File: config.mk
export PLATFORM = sky130hd
export DESIGN_NAME = channel_mode_select_activity_led
export DESIGN_NICKNAME = d
export VERILOG_FILES = /design/src/hdl/chan_mode_pkg.sv /design/src/hdl/led_if.sv /design/src/hdl/activity_one_shot.sv /design/src/hdl/channel_mode_select_activity_led.sv
export SDC_FILE = /design/constraint.sdc
export NUM_CORES = 1
export LEC_CHECK = 0
export BUFFER_PORTS_ARGS = -buffer_cell sky130_fd_sc_hd__buf_2
export CAP_MARGIN = 5
export CORE_UTILIZATION = 49
export CTS_CLUSTER_SIZE = 28
export DETAILED_ROUTE_END_ITERATION = 10
export PLACE_DENSITY = 0.76
export SYNTH_ARGS = -nofsm -noshare
export SYNTH_HDL_FRONTEND = slang
export SYNTH_SLANG_ARGS = --single-unit
File: constraint.sdc
create_clock -name pclk -period 2.2 [get_ports pclk]
set_input_delay 0.11 -clock pclk [delete_from_list [all_inputs] [get_ports pclk]]
set_output_delay 0.11 -clock pclk [all_outputs]
set_load 0.1 [all_outputs]
File: src/hdl/chan_mode_pkg.sv
// Constants, register map and mode codes for channel mode selection and activity LEDs.
// Assumes a 50 MHz APB clock and a one-word-per-register APB slave.
package chan_mode_pkg;

    typedef enum logic [3:0] {
        MODE_UART        = 4'h0,
        MODE_ASYNC_FIFO  = 4'h1,
        MODE_CPU_FIFO    = 4'h2,
        MODE_FAST_SERIAL = 4'h3,
        MODE_SYNC_FIFO   = 4'h4,
        MODE_ASYNC_BB    = 4'h5,
        MODE_SYNC_BB     = 4'h6,
        MODE_ENGINE      = 4'h7,
        MODE_HOST_BUS    = 4'h8,
        MODE_OFF         = 4'h9
    } chan_mode_e;

    typedef enum logic [1:0] {
        LD_RESET = 2'b00,
        LD_READ  = 2'b01,
        LD_DONE  = 2'b11
    } load_state_e;

    // Codes stored in the configuration memory for each channel.
    localparam logic [2:0] CFG_UART        = 3'h0;
    localparam logic [2:0] CFG_ASYNC_FIFO  = 3'h1;
    localparam logic [2:0] CFG_CPU_FIFO    = 3'h2;
    localparam logic [2:0] CFG_FAST_SERIAL = 3'h3;
    localparam logic [2:0] CFG_SYNC_FIFO   = 3'h4;

    // Bit-mode command values.
    localparam logic [7:0] CMD_BASE      = 8'h00;
    localparam logic [7:0] CMD_ASYNC_BB  = 8'h01;
    localparam logic [7:0] CMD_ENGINE    = 8'h02;
    localparam logic [7:0] CMD_SYNC_BB   = 8'h04;
    localparam logic [7:0] CMD_HOST_BUS  = 8'h08;
    localparam logic [7:0] CMD_SYNC_FIFO = 8'h40;

    // Register byte addresses.
    localparam logic [7:0] ADDR_MODE_CMD = 8'h00;
    localparam logic [7:0] ADDR_STATUS   = 8'h04;
    localparam logic [7:0] ADDR_EVENT    = 8'h08;
    localparam logic [7:0] ADDR_CONTROL  = 8'h0C;

    // Field positions.
    localparam int CMD_VAL_LSB     = 0;
    localparam int CMD_VAL_MSB     = 7;
    localparam int CMD_CHAN_BIT    = 8;
    localparam int ST_MODE_A_LSB   = 0;
    localparam int ST_MODE_B_LSB   = 4;
    localparam int ST_CFG_DONE_BIT = 8;
    localparam int ST_B_TRAFFIC    = 9;
    localparam int ST_LED_LSB      = 12;
    localparam int EV_REFUSED_BIT  = 0;
    localparam int EV_CFG_BAD_BIT  = 1;
    localparam int CTL_LED_EN_BIT  = 0;

    localparam logic [8:0] CMD_RESET    = 9'h000;
    localparam logic       LED_EN_RESET = 1'b1;

    // Pin defaults of an idle, unavailable second channel.
    localparam logic SPACE_FLAG_DEFAULT_N = 1'b0;
    localparam logic AVAIL_FLAG_DEFAULT_N = 1'b1;

    localparam int NUM_CHAN = 2;
    localparam int NUM_LED  = 4;

    // Stretch timing: counted in ticks of a microsecond enable.
    localparam int CLK_MHZ     = 50;
    localparam int TICK_NS     = 1000;
    localparam int TICK_CYCLES = (TICK_NS * CLK_MHZ + 999) / 1000;
    localparam int LED_HOLD_US = 50000;
    localparam int HOLD_W      = 16;
    localparam int TICK_W      = 6;

endpackage

File: src/hdl/led_if.sv
// Trigger and lit level between the LED control and one stretcher.
// Assumes all ends sit on pclk.
`timescale 1ns/1ps
`default_nettype none
interface led_if;
    logic trig;
    logic tick;
    logic lit;
    modport ctl (output trig, output tick, input lit);
    modport shot (input trig, input tick, output lit);
endinterface
`default_nettype wire

File: src/hdl/activity_one_shot.sv
// Retriggerable one-shot that stretches activity pulses for an indicator.
// Assumes trig and tick are single-cycle pulses on pclk.
`timescale 1ns/1ps
`default_nettype none
module activity_one_shot
    import chan_mode_pkg::*;
#(
    parameter logic [chan_mode_pkg::HOLD_W-1:0] HOLD_TICKS = 16'(chan_mode_pkg::LED_HOLD_US)
)
(
    // Clock and reset
    input wire logic pclk,
    input wire logic presetn,
    // Stretcher link
    led_if.shot port
);
    logic [HOLD_W-1:0] cnt_ff;

    // Reloading on every trigger keeps a steady stream lit without flicker.
    always_ff @(posedge pclk or negedge presetn)
    begin
        if (!presetn)
            cnt_ff <= '0;
        else if (port.trig)
            cnt_ff <= HOLD_TICKS;
        else if (port.tick && cnt_ff != '0)
            cnt_ff <= cnt_ff - 1'b1;
    end

    assign port.lit = (cnt_ff != '0);
endmodule
`default_nettype wire

File: src/hdl/channel_mode_select_activity_led.sv
// Channel mode selection, configuration loading and UART activity LED drive.
// Assumes an APB master on pclk and a configuration memory reader that
// answers cfg_read_req with one cfg_valid pulse.
`timescale 1ns/1ps
`default_nettype none
module channel_mode_select_activity_led
    import chan_mode_pkg::*;
#(
    parameter logic [chan_mode_pkg::HOLD_W-1:0] LED_HOLD_TICKS = 16'(chan_mode_pkg::LED_HOLD_US)
)
(
    // Clock and reset
    input wire logic pclk,
    input wire logic presetn,
    // APB slave
    input wire logic psel,
    input wire logic penable,
    input wire logic pwrite,
    input wire logic [31:0] paddr,
    input wire logic [31:0] pwdata,
    output logic [31:0] prdata,
    output logic pready,
    output logic pslverr,
    // Configuration memory
    output logic cfg_read_req,
    input wire logic cfg_valid,
    input wire logic [2:0] cfg_code_a,
    input wire logic [2:0] cfg_code_b,
    // Channel data activity pulses, index 0 first channel
    input wire logic [chan_mode_pkg::NUM_CHAN-1:0] tx_activity,
    input wire logic [chan_mode_pkg::NUM_CHAN-1:0] rx_activity,
    // Indicator pins: 0 tx A, 1 rx A, 2 tx B, 3 rx B
    input wire logic [chan_mode_pkg::NUM_LED-1:0] led_in,
    output logic [chan_mode_pkg::NUM_LED-1:0] led_out,
    output logic [chan_mode_pkg::NUM_LED-1:0] led_oe_n,
    // Mode results
    output chan_mode_pkg::chan_mode_e mode_a,
    output chan_mode_pkg::chan_mode_e mode_b,
    output logic buf_merge_a,
    output logic chb_unavailable,
    // Second channel pin defaults
    output logic chb_force_defaults,
    output logic chb_data_pullup_en,
    output logic chb_strobe_input,
    output logic chb_tx_space_flag_n,
    output logic chb_rx_available_flag_n
);
    load_state_e ld_ff;
    chan_mode_e mode_ff [NUM_CHAN];
    chan_mode_e base_ff [NUM_CHAN];
    logic cfg_done_ff;
    logic [8:0] cmd_ff;
    logic refused_ff;
    logic cfg_bad_ff;
    logic led_en_ff;
    logic b_traffic_ff;
    logic b_defaults_ff;
    logic [31:0] prdata_ff;
    logic [TICK_W-1:0] tick_cnt_ff;
    logic tick;
    logic [NUM_LED-1:0] led_lit;
    logic [NUM_LED-1:0] led_act;

    logic setup_ph;
    logic wr_acc;
    logic [7:0] reg_addr;
    logic addr_ok;
    logic cmd_wr;
    logic ev_wr;
    logic [7:0] cmd_val;
    logic cmd_chan;
    logic cmd_reject;

    // Maps a stored configuration code to a base mode; bad codes fall back to UART.
    function automatic chan_mode_e cfg_to_mode(input logic [2:0] code);
        chan_mode_e m;
        m = MODE_UART;
        unique case (code)
            CFG_UART:        m = MODE_UART;
            CFG_ASYNC_FIFO:  m = MODE_ASYNC_FIFO;
            CFG_CPU_FIFO:    m = MODE_CPU_FIFO;
            CFG_FAST_SERIAL: m = MODE_FAST_SERIAL;
            CFG_SYNC_FIFO:   m = MODE_SYNC_FIFO;
            default:         m = MODE_UART;
        endcase
        return m;
    endfunction

    function automatic logic cfg_code_ok(input logic [2:0] code);
        return code <= CFG_SYNC_FIFO;
    endfunction

    // APB decode. Zero wait states: read data is captured in the setup cycle.
    assign reg_addr = paddr[7:0];
    assign addr_ok = (paddr[31:8] == '0) && (reg_addr == ADDR_MODE_CMD ||
        reg_addr == ADDR_STATUS || reg_addr == ADDR_EVENT || reg_addr == ADDR_CONTROL);
    assign setup_ph = psel && !penable;
    assign pready = psel && penable;
    assign pslverr = psel && penable && !addr_ok;
    assign wr_acc = psel && penable && pwrite && addr_ok;
    assign cmd_wr = wr_acc && reg_addr == ADDR_MODE_CMD;
    assign ev_wr = wr_acc && reg_addr == ADDR_EVENT;
    assign cmd_val = pwdata[CMD_VAL_MSB:CMD_VAL_LSB];
    assign cmd_chan = pwdata[CMD_CHAN_BIT];
    assign prdata = prdata_ff;

    // Sync FIFO is accepted only on the first channel, only while both
    // channels sit in async FIFO set up by the configuration memory.
    always_comb
    begin
        cmd_reject = 1'b0;
        if (!cfg_done_ff)
            cmd_reject = 1'b1;
        else if (cmd_chan && mode_ff[1] == MODE_OFF)
            cmd_reject = 1'b1;
        else if (cmd_val == CMD_SYNC_FIFO)
            cmd_reject = cmd_chan || base_ff[0] != MODE_ASYNC_FIFO ||
                base_ff[1] != MODE_ASYNC_FIFO || mode_ff[0] != MODE_ASYNC_FIFO ||
                mode_ff[1] != MODE_ASYNC_FIFO;
        else if (cmd_val != CMD_BASE && cmd_val != CMD_ASYNC_BB &&
                 cmd_val != CMD_SYNC_BB && cmd_val != CMD_ENGINE &&
                 cmd_val != CMD_HOST_BUS)
            cmd_reject = 1'b1;
    end

    // Configuration load sequencer.
    always_ff @(posedge pclk or negedge presetn)
    begin
        if (!presetn)
            ld_ff <= LD_RESET;
        else
        begin
            unique case (ld_ff)
                LD_RESET: ld_ff <= LD_READ;
                LD_READ:  if (cfg_valid) ld_ff <= LD_DONE;
                LD_DONE:  ld_ff <= LD_DONE;
                default:  ld_ff <= LD_RESET;
            endcase
        end
    end

    assign cfg_read_req = (ld_ff == LD_READ);

    always_ff @(posedge pclk or negedge presetn)
    begin
        if (!presetn)
            cfg_done_ff <= 1'b0;
        else if (ld_ff == LD_READ && cfg_valid)
            cfg_done_ff <= 1'b1;
    end

    // Base modes come from the stored configuration; a stored sync FIFO
    // on the first channel retires the second.
    always_ff @(posedge pclk or negedge presetn)
    begin
        if (!presetn)
        begin
            base_ff[0] <= MODE_UART;
            base_ff[1] <= MODE_UART;
        end
        else if (ld_ff == LD_READ && cfg_valid)
        begin
            base_ff[0] <= cfg_to_mode(cfg_code_a);
            if (cfg_to_mode(cfg_code_a) == MODE_SYNC_FIFO)
                base_ff[1] <= MODE_OFF;
            else if (cfg_to_mode(cfg_code_b) == MODE_SYNC_FIFO)
                base_ff[1] <= MODE_ASYNC_FIFO;
            else
                base_ff[1] <= cfg_to_mode(cfg_code_b);
        end
    end

    // Active modes: loaded from the base, then changed by bit-mode commands.
    always_ff @(posedge pclk or negedge presetn)
    begin
        if (!presetn)
        begin
            mode_ff[0] <= MODE_UART;
            mode_ff[1] <= MODE_UART;
        end
        else if (ld_ff == LD_READ && cfg_valid)
        begin
            mode_ff[0] <= cfg_to_mode(cfg_code_a);
            if (cfg_to_mode(cfg_code_a) == MODE_SYNC_FIFO)
                mode_ff[1] <= MODE_OFF;
            else if (cfg_to_mode(cfg_code_b) == MODE_SYNC_FIFO)
                mode_ff[1] <= MODE_ASYNC_FIFO;
            else
                mode_ff[1] <= cfg_to_mode(cfg_code_b);
        end
        else if (cmd_wr && !cmd_reject)
        begin
            unique case (cmd_val)
                CMD_ASYNC_BB: mode_ff[cmd_chan] <= MODE_ASYNC_BB;
                CMD_SYNC_BB:  mode_ff[cmd_chan] <= MODE_SYNC_BB;
                CMD_ENGINE:   mode_ff[cmd_chan] <= MODE_ENGINE;
                CMD_HOST_BUS: mode_ff[cmd_chan] <= MODE_HOST_BUS;
                CMD_SYNC_FIFO:
                begin
                    mode_ff[0] <= MODE_SYNC_FIFO;
                    mode_ff[1] <= MODE_OFF;
                end
                default: mode_ff[cmd_chan] <= base_ff[cmd_chan];
            endcase
        end
    end

    always_ff @(posedge pclk or negedge presetn)
    begin
        if (!presetn)
            cmd_ff <= CMD_RESET;
        else if (cmd_wr)
            cmd_ff <= pwdata[CMD_CHAN_BIT:CMD_VAL_LSB];
    end

    // Sticky events; a new event in the clearing cycle wins.
    always_ff @(posedge pclk or negedge presetn)
    begin
        if (!presetn)
            refused_ff <= 1'b0;
        else if (cmd_wr && cmd_reject)
            refused_ff <= 1'b1;
        else if (ev_wr && pwdata[EV_REFUSED_BIT])
            refused_ff <= 1'b0;
    end

    always_ff @(posedge pclk or negedge presetn)
    begin
        if (!presetn)
            cfg_bad_ff <= 1'b0;
        else if (ld_ff == LD_READ && cfg_valid &&
                 !(cfg_code_ok(cfg_code_a) && cfg_code_ok(cfg_code_b)))
            cfg_bad_ff <= 1'b1;
        else if (ev_wr && pwdata[EV_CFG_BAD_BIT])
            cfg_bad_ff <= 1'b0;
    end

    always_ff @(posedge pclk or negedge presetn)
    begin
        if (!presetn)
            led_en_ff <= LED_EN_RESET;
        else if (wr_acc && reg_addr == ADDR_CONTROL)
            led_en_ff <= pwdata[CTL_LED_EN_BIT];
    end

    // Any traffic on the second channel before it is retired is remembered.
    always_ff @(posedge pclk or negedge presetn)
    begin
        if (!presetn)
            b_traffic_ff <= 1'b0;
        else if (mode_ff[1] != MODE_OFF && (tx_activity[1] || rx_activity[1]))
            b_traffic_ff <= 1'b1;
    end

    // Defaults are decided once, at the moment the second channel is retired.
    always_ff @(posedge pclk or negedge presetn)
    begin
        if (!presetn)
            b_defaults_ff <= 1'b0;
        else if (mode_ff[1] != MODE_OFF)
            b_defaults_ff <= 1'b0;
        else if (!b_defaults_ff && !b_traffic_ff)
            b_defaults_ff <= 1'b1;
    end

    always_ff @(posedge pclk or negedge presetn)
    begin
        if (!presetn)
            prdata_ff <= '0;
        else if (setup_ph)
        begin
            prdata_ff <= '0;
            unique case (reg_addr)
                ADDR_MODE_CMD: prdata_ff[CMD_CHAN_BIT:CMD_VAL_LSB] <= cmd_ff;
                ADDR_STATUS:
                begin
                    prdata_ff[ST_MODE_A_LSB +: 4] <= mode_ff[0];
                    prdata_ff[ST_MODE_B_LSB +: 4] <= mode_ff[1];
                    prdata_ff[ST_CFG_DONE_BIT] <= cfg_done_ff;
                    prdata_ff[ST_B_TRAFFIC] <= b_traffic_ff;
                    prdata_ff[ST_LED_LSB +: NUM_LED] <= ~led_in;
                end
                ADDR_EVENT:
                begin
                    prdata_ff[EV_REFUSED_BIT] <= refused_ff;
                    prdata_ff[EV_CFG_BAD_BIT] <= cfg_bad_ff;
                end
                ADDR_CONTROL: prdata_ff[CTL_LED_EN_BIT] <= led_en_ff;
                default: prdata_ff <= '0;
            endcase
        end
    end

    // Microsecond enable for the stretchers.
    always_ff @(posedge pclk or negedge presetn)
    begin
        if (!presetn)
            tick_cnt_ff <= '0;
        else if (tick)
            tick_cnt_ff <= '0;
        else
            tick_cnt_ff <= tick_cnt_ff + 1'b1;
    end

    assign tick = (tick_cnt_ff == TICK_W'(TICK_CYCLES - 1));

    // Activity only counts while the owning channel is a UART.
    assign led_act = {rx_activity[1], tx_activity[1], rx_activity[0], tx_activity[0]};

    generate
        for (genvar i = 0; i < NUM_LED; i++)
        begin : g_led
            led_if lnk ();
            assign lnk.trig = led_act[i] && mode_ff[i / 2] == MODE_UART;
            assign lnk.tick = tick;
            assign led_lit[i] = lnk.lit && mode_ff[i / 2] == MODE_UART && led_en_ff;
            activity_one_shot #(
                .HOLD_TICKS(LED_HOLD_TICKS)
            ) u_shot (
                .pclk(pclk),
                .presetn(presetn),
                .port(lnk.shot)
            );
        end
    endgenerate

    // Open-drain: only ever pulls low, floats otherwise.
    assign led_out = '0;
    assign led_oe_n = ~led_lit;

    assign mode_a = mode_ff[0];
    assign mode_b = mode_ff[1];
    assign buf_merge_a = (mode_ff[0] == MODE_SYNC_FIFO);
    assign chb_unavailable = (mode_ff[1] == MODE_OFF);
    assign chb_force_defaults = b_defaults_ff;
    assign chb_data_pullup_en = b_defaults_ff;
    assign chb_strobe_input = b_defaults_ff;
    assign chb_tx_space_flag_n = b_defaults_ff ? SPACE_FLAG_DEFAULT_N : ~SPACE_FLAG_DEFAULT_N;
    assign chb_rx_available_flag_n = b_defaults_ff ? AVAIL_FLAG_DEFAULT_N : ~AVAIL_FLAG_DEFAULT_N;
endmodule
`default_nettype wire

==> results.md <==
* Worst setup margin at -0.303 ns
* Placed cell area at 7250 um^2
* Worst skew pair latency at 0.42 ns
* CP Cell Sequence: or4_4, or4b_4, o211ai_1, clkbuf_16
* Area Growth Syn to Fin at 30.4%
* Syn Area/Cell at 9.48 um^2
* Async S/R FF share, synth at 100%
* RSZ-0062 raised after global routing: yes
* Crit path required time at 2.09 ns
* Ys flop type: dfrtp_1
* Status: complete, but fails checks
* CP Max Fanout at 2
* H-tree levels at 4
* Die W at 116 um
* Synth Instances at 667
* Synth unique cells at 75
* Synthesis warning total at 0
* Crit path kind: reg2out
* Placed insts at 948
* Worst Hold Class: in2reg
* Placer Congestion at 0.917
* Post-detail-place hpwl at 11200 um
* Relative slew margins at 40.9%
* CP max-delay cell: or4_4
* Maximum clock rate at 0.399 GHz
* Nets at 908
* Rows at 41
* Clock sink total at 116
* CP peak stage delay at 0.55 ns
* Multi-input gate area at 3390 um^2
* Num ports at 142
* CTS root buffer: clkbuf_16
* GR Overflow Total at 0
* Met3 wire length at 988 um
* LEAKAGE at 3.79 nW
* WL final at 16600 um
* Reg clk slew, reported paths at 0.05 ns
* Sequential Area at 2920 um^2
* Final worst-path cycle share at 114%
* Wire per inst at 16.6 um
* Area leader, netlist: dfrtp_1
* Drt pass-1 iters at 5
* Max Used Layer: met4
* Synth area leaders: dfrtp_1 46%, nand2_1 4.4%, nor2_1 4.3%
* CP Launch Type: register
* Die H at 116 um
* Met2 routed WL at 8270 um
* FILL cells at 977
* Violated checks: negative setup slack
* Synth top area share at 45.5%
* WL met1 at 7030 um
* Antenna cells at 0
* Worst-margin pin slew at 0.886 ns
* First-pass GRT wire length at 25600 um
* Final Hold Fails at 0
* Initial antenna violation count at 0
* Pin count of the biggest net entering global routing at 55
* Skew final at 0.00760 ns
* Hold_ws at 0.0105 ns
* Tot GR Track Use at 25.0%
* Syn Std Cell Area at 6320 um^2
* Core Box Area at 12600 um^2
* Sequential area share after synthesis at 45.9%
* Initial Utilization at 50.1%
* Antenna Nets Post-Route at 0
* IR drop worst, VDD at 578 uV
* Flop-to-flop setup slack at -0.19 ns
* CP endpoint kind: primary output
* Max Buffers Root-to-Sink at 2
* Final core utilization at 65.3%
* Seq cells post-synth at 116
* Vias in the first global route at 5310
* Die ar. at 13400 um^2
* Final setup TNS at -1.47 ns
* PortBufs at 96
* WP data arrival at 2.39 ns
* Routed vias/inst at 5.58
* Final number of setup-violating endpoints at 14
* Post-synth EDFFs at 0
* CTS tree: built
* Max-cap violations at 0
* Post-layout instance area at 8240 um^2
* Total CTS buffers at 17
* Drt initial violations at 322
* Fin crit period at 2.50 ns
* Via count at 5588
* P per Cell Area at 671 nW/um^2
* DRC violations left at 0
* Layout cells sized above 1 at 29.3%
* Final Instance Count excl. Fillers at 1001
* Fin. max-slew vios at 0
## flip-flops by register name, summed over array words and instances, names as in the netlist
name                 count
refused_ff               1
base_ff                  7
prdata                  14
mode_a                   4
cmd_ff                   9
tick_cnt_ff              6
chb_data_pullup_en       1
ld_ff                    2
cfg_bad_ff               1
cfg_done_ff              1
b_traffic_ff             1
led_en_ff                1
mode_b                   4
g_led.u_shot.cnt_ff     64
## timing repair
item,CTS,global route
endpoints found under the setup margin,12,37
buffers inserted,3,11
gates resized for setup,10,32
endpoints found under the hold margin,41,0
hold buffers,9,0
pin swaps,9,17
## cell usage in the layout (no fill, tap or decap), types with 7 or more instances in the layout
master and count:
conb_1 22, nor3_1 17, nand3b_1 7, nor2_1 72, mux2_2 11, inv_1 18, buf_2 91, xnor2_1 29
buf_4 50, nor4_1 19, dlygate4sd3_1 9, a22oi_1 8, nand2_1 73, and3_1 7, o21ai_0 26, nand4_1 10
buf_6 7, dfrtp_1 111, xor2_1 29, clkbuf_16 18, nand3_1 14, a21oi_1 21, and2_1 9
## synthesized netlist by cell type (5+ instances only)
cell type    n
mux2_2      11
a22oi_1      8
and2_1       9
a21oi_1     21
buf_4       25
clkbuf_1    19
nand2_1     74
ha_1         6
nor2_1      73
and3_1       7
nand2b_1     6
xnor2_1     29
nand4_1     10
nor4_1      25
dfrtp_1    115
nor3_1      19
a21o_1       6
nor4b_1      5
or4_1        5
xor2_1      30
nand3b_1     7
o21ai_0     27
buf_2        5
inv_1       18
nand3_1     18
or3_1        7
## report_power, final
group	total, mW	switching (mW)	internal, mW
clock network	2.70	0.938	1.77
registers	2.20	0.0296	2.17
logic	0.635	0.491	0.144
total	5.53	1.46	4.08
## cell type report
| cell class | count | area share (%) |
|---|---|---|
| multi-input combinational | 503 | 41.1 |
| tap | 172 | 2.61 |
| inverter | 19 | 0.865 |
| clock inverter | 5 | 0.911 |
| timing repair buffer | 161 | 13.1 |
| sequential | 116 | 35.4 |
| clock buffer | 25 | 6.01 |
## per-stage QoR
stage	worst slack (ns)	power, mW
3_5_place_dp	-0.0389	2.85
5_1_grt	-0.378	5.70
2_1_floorplan	-0.860	2.68
3_3_place_gp	0.00863	2.83
4_1_cts	-0.336	5.54
6_report	-0.303	5.53
## cell families (layout without fill, tap and decap cells)
kind of cell / count (synthesis) / count (layout) / share of synthesized area (%)
buffers and inverters: 69 / 210 / 5.68
flip-flops: 116 / 116 / 45.9
adder cells (fa/ha/maj): 7 / 7 / 1.35
multiplexers: 16 / 16 / 3.01
other: 1 / 22 / 0.0593
XOR/XNOR: 59 / 59 / 8.17
AND/OR/NAND/NOR: 292 / 292 / 24.0
AO/OA/AOI/OAI: 107 / 107 / 11.8
## critical path: cells and delay by family, from the launching register on
kind | cells | cell delay [ns]
simple gates | 2 | 1.05
flops | 1 | 0.39
compound gates | 1 | 0.28
buf+inv | 1 | 0.26
## layer usage
| metal | vias up | global-route usage (%) |
|---|---|---|
| met2 | 198 | 40.6 |
| met4 | 0 | 8.31 |
| met1 | 2760 | 32.5 |
| met3 | 28 | 6.43 |
| met5 | - | 0 |
| li1 | 2602 | - |
## worst paths after layout
path,end,cells after the start,startpoint
setup / recovery,led_oe_n[1],4,g_led[1].u_shot.cnt_ff[11]
hold / removal,b_traffic_ff,3,tx_activity[1]
hold reg to reg,prdata[14],2,prdata[14]
setup reg to reg,g_led[1].u_shot.cnt_ff[2],8,g_led[1].u_shot.cnt_ff[11]
max in group asynchronous,mode_b[3],3,presetn
min in group asynchronous,g_led[1].u_shot.cnt_ff[11],2,presetn
Note: power is estimated with default switching activity, not from simulation.
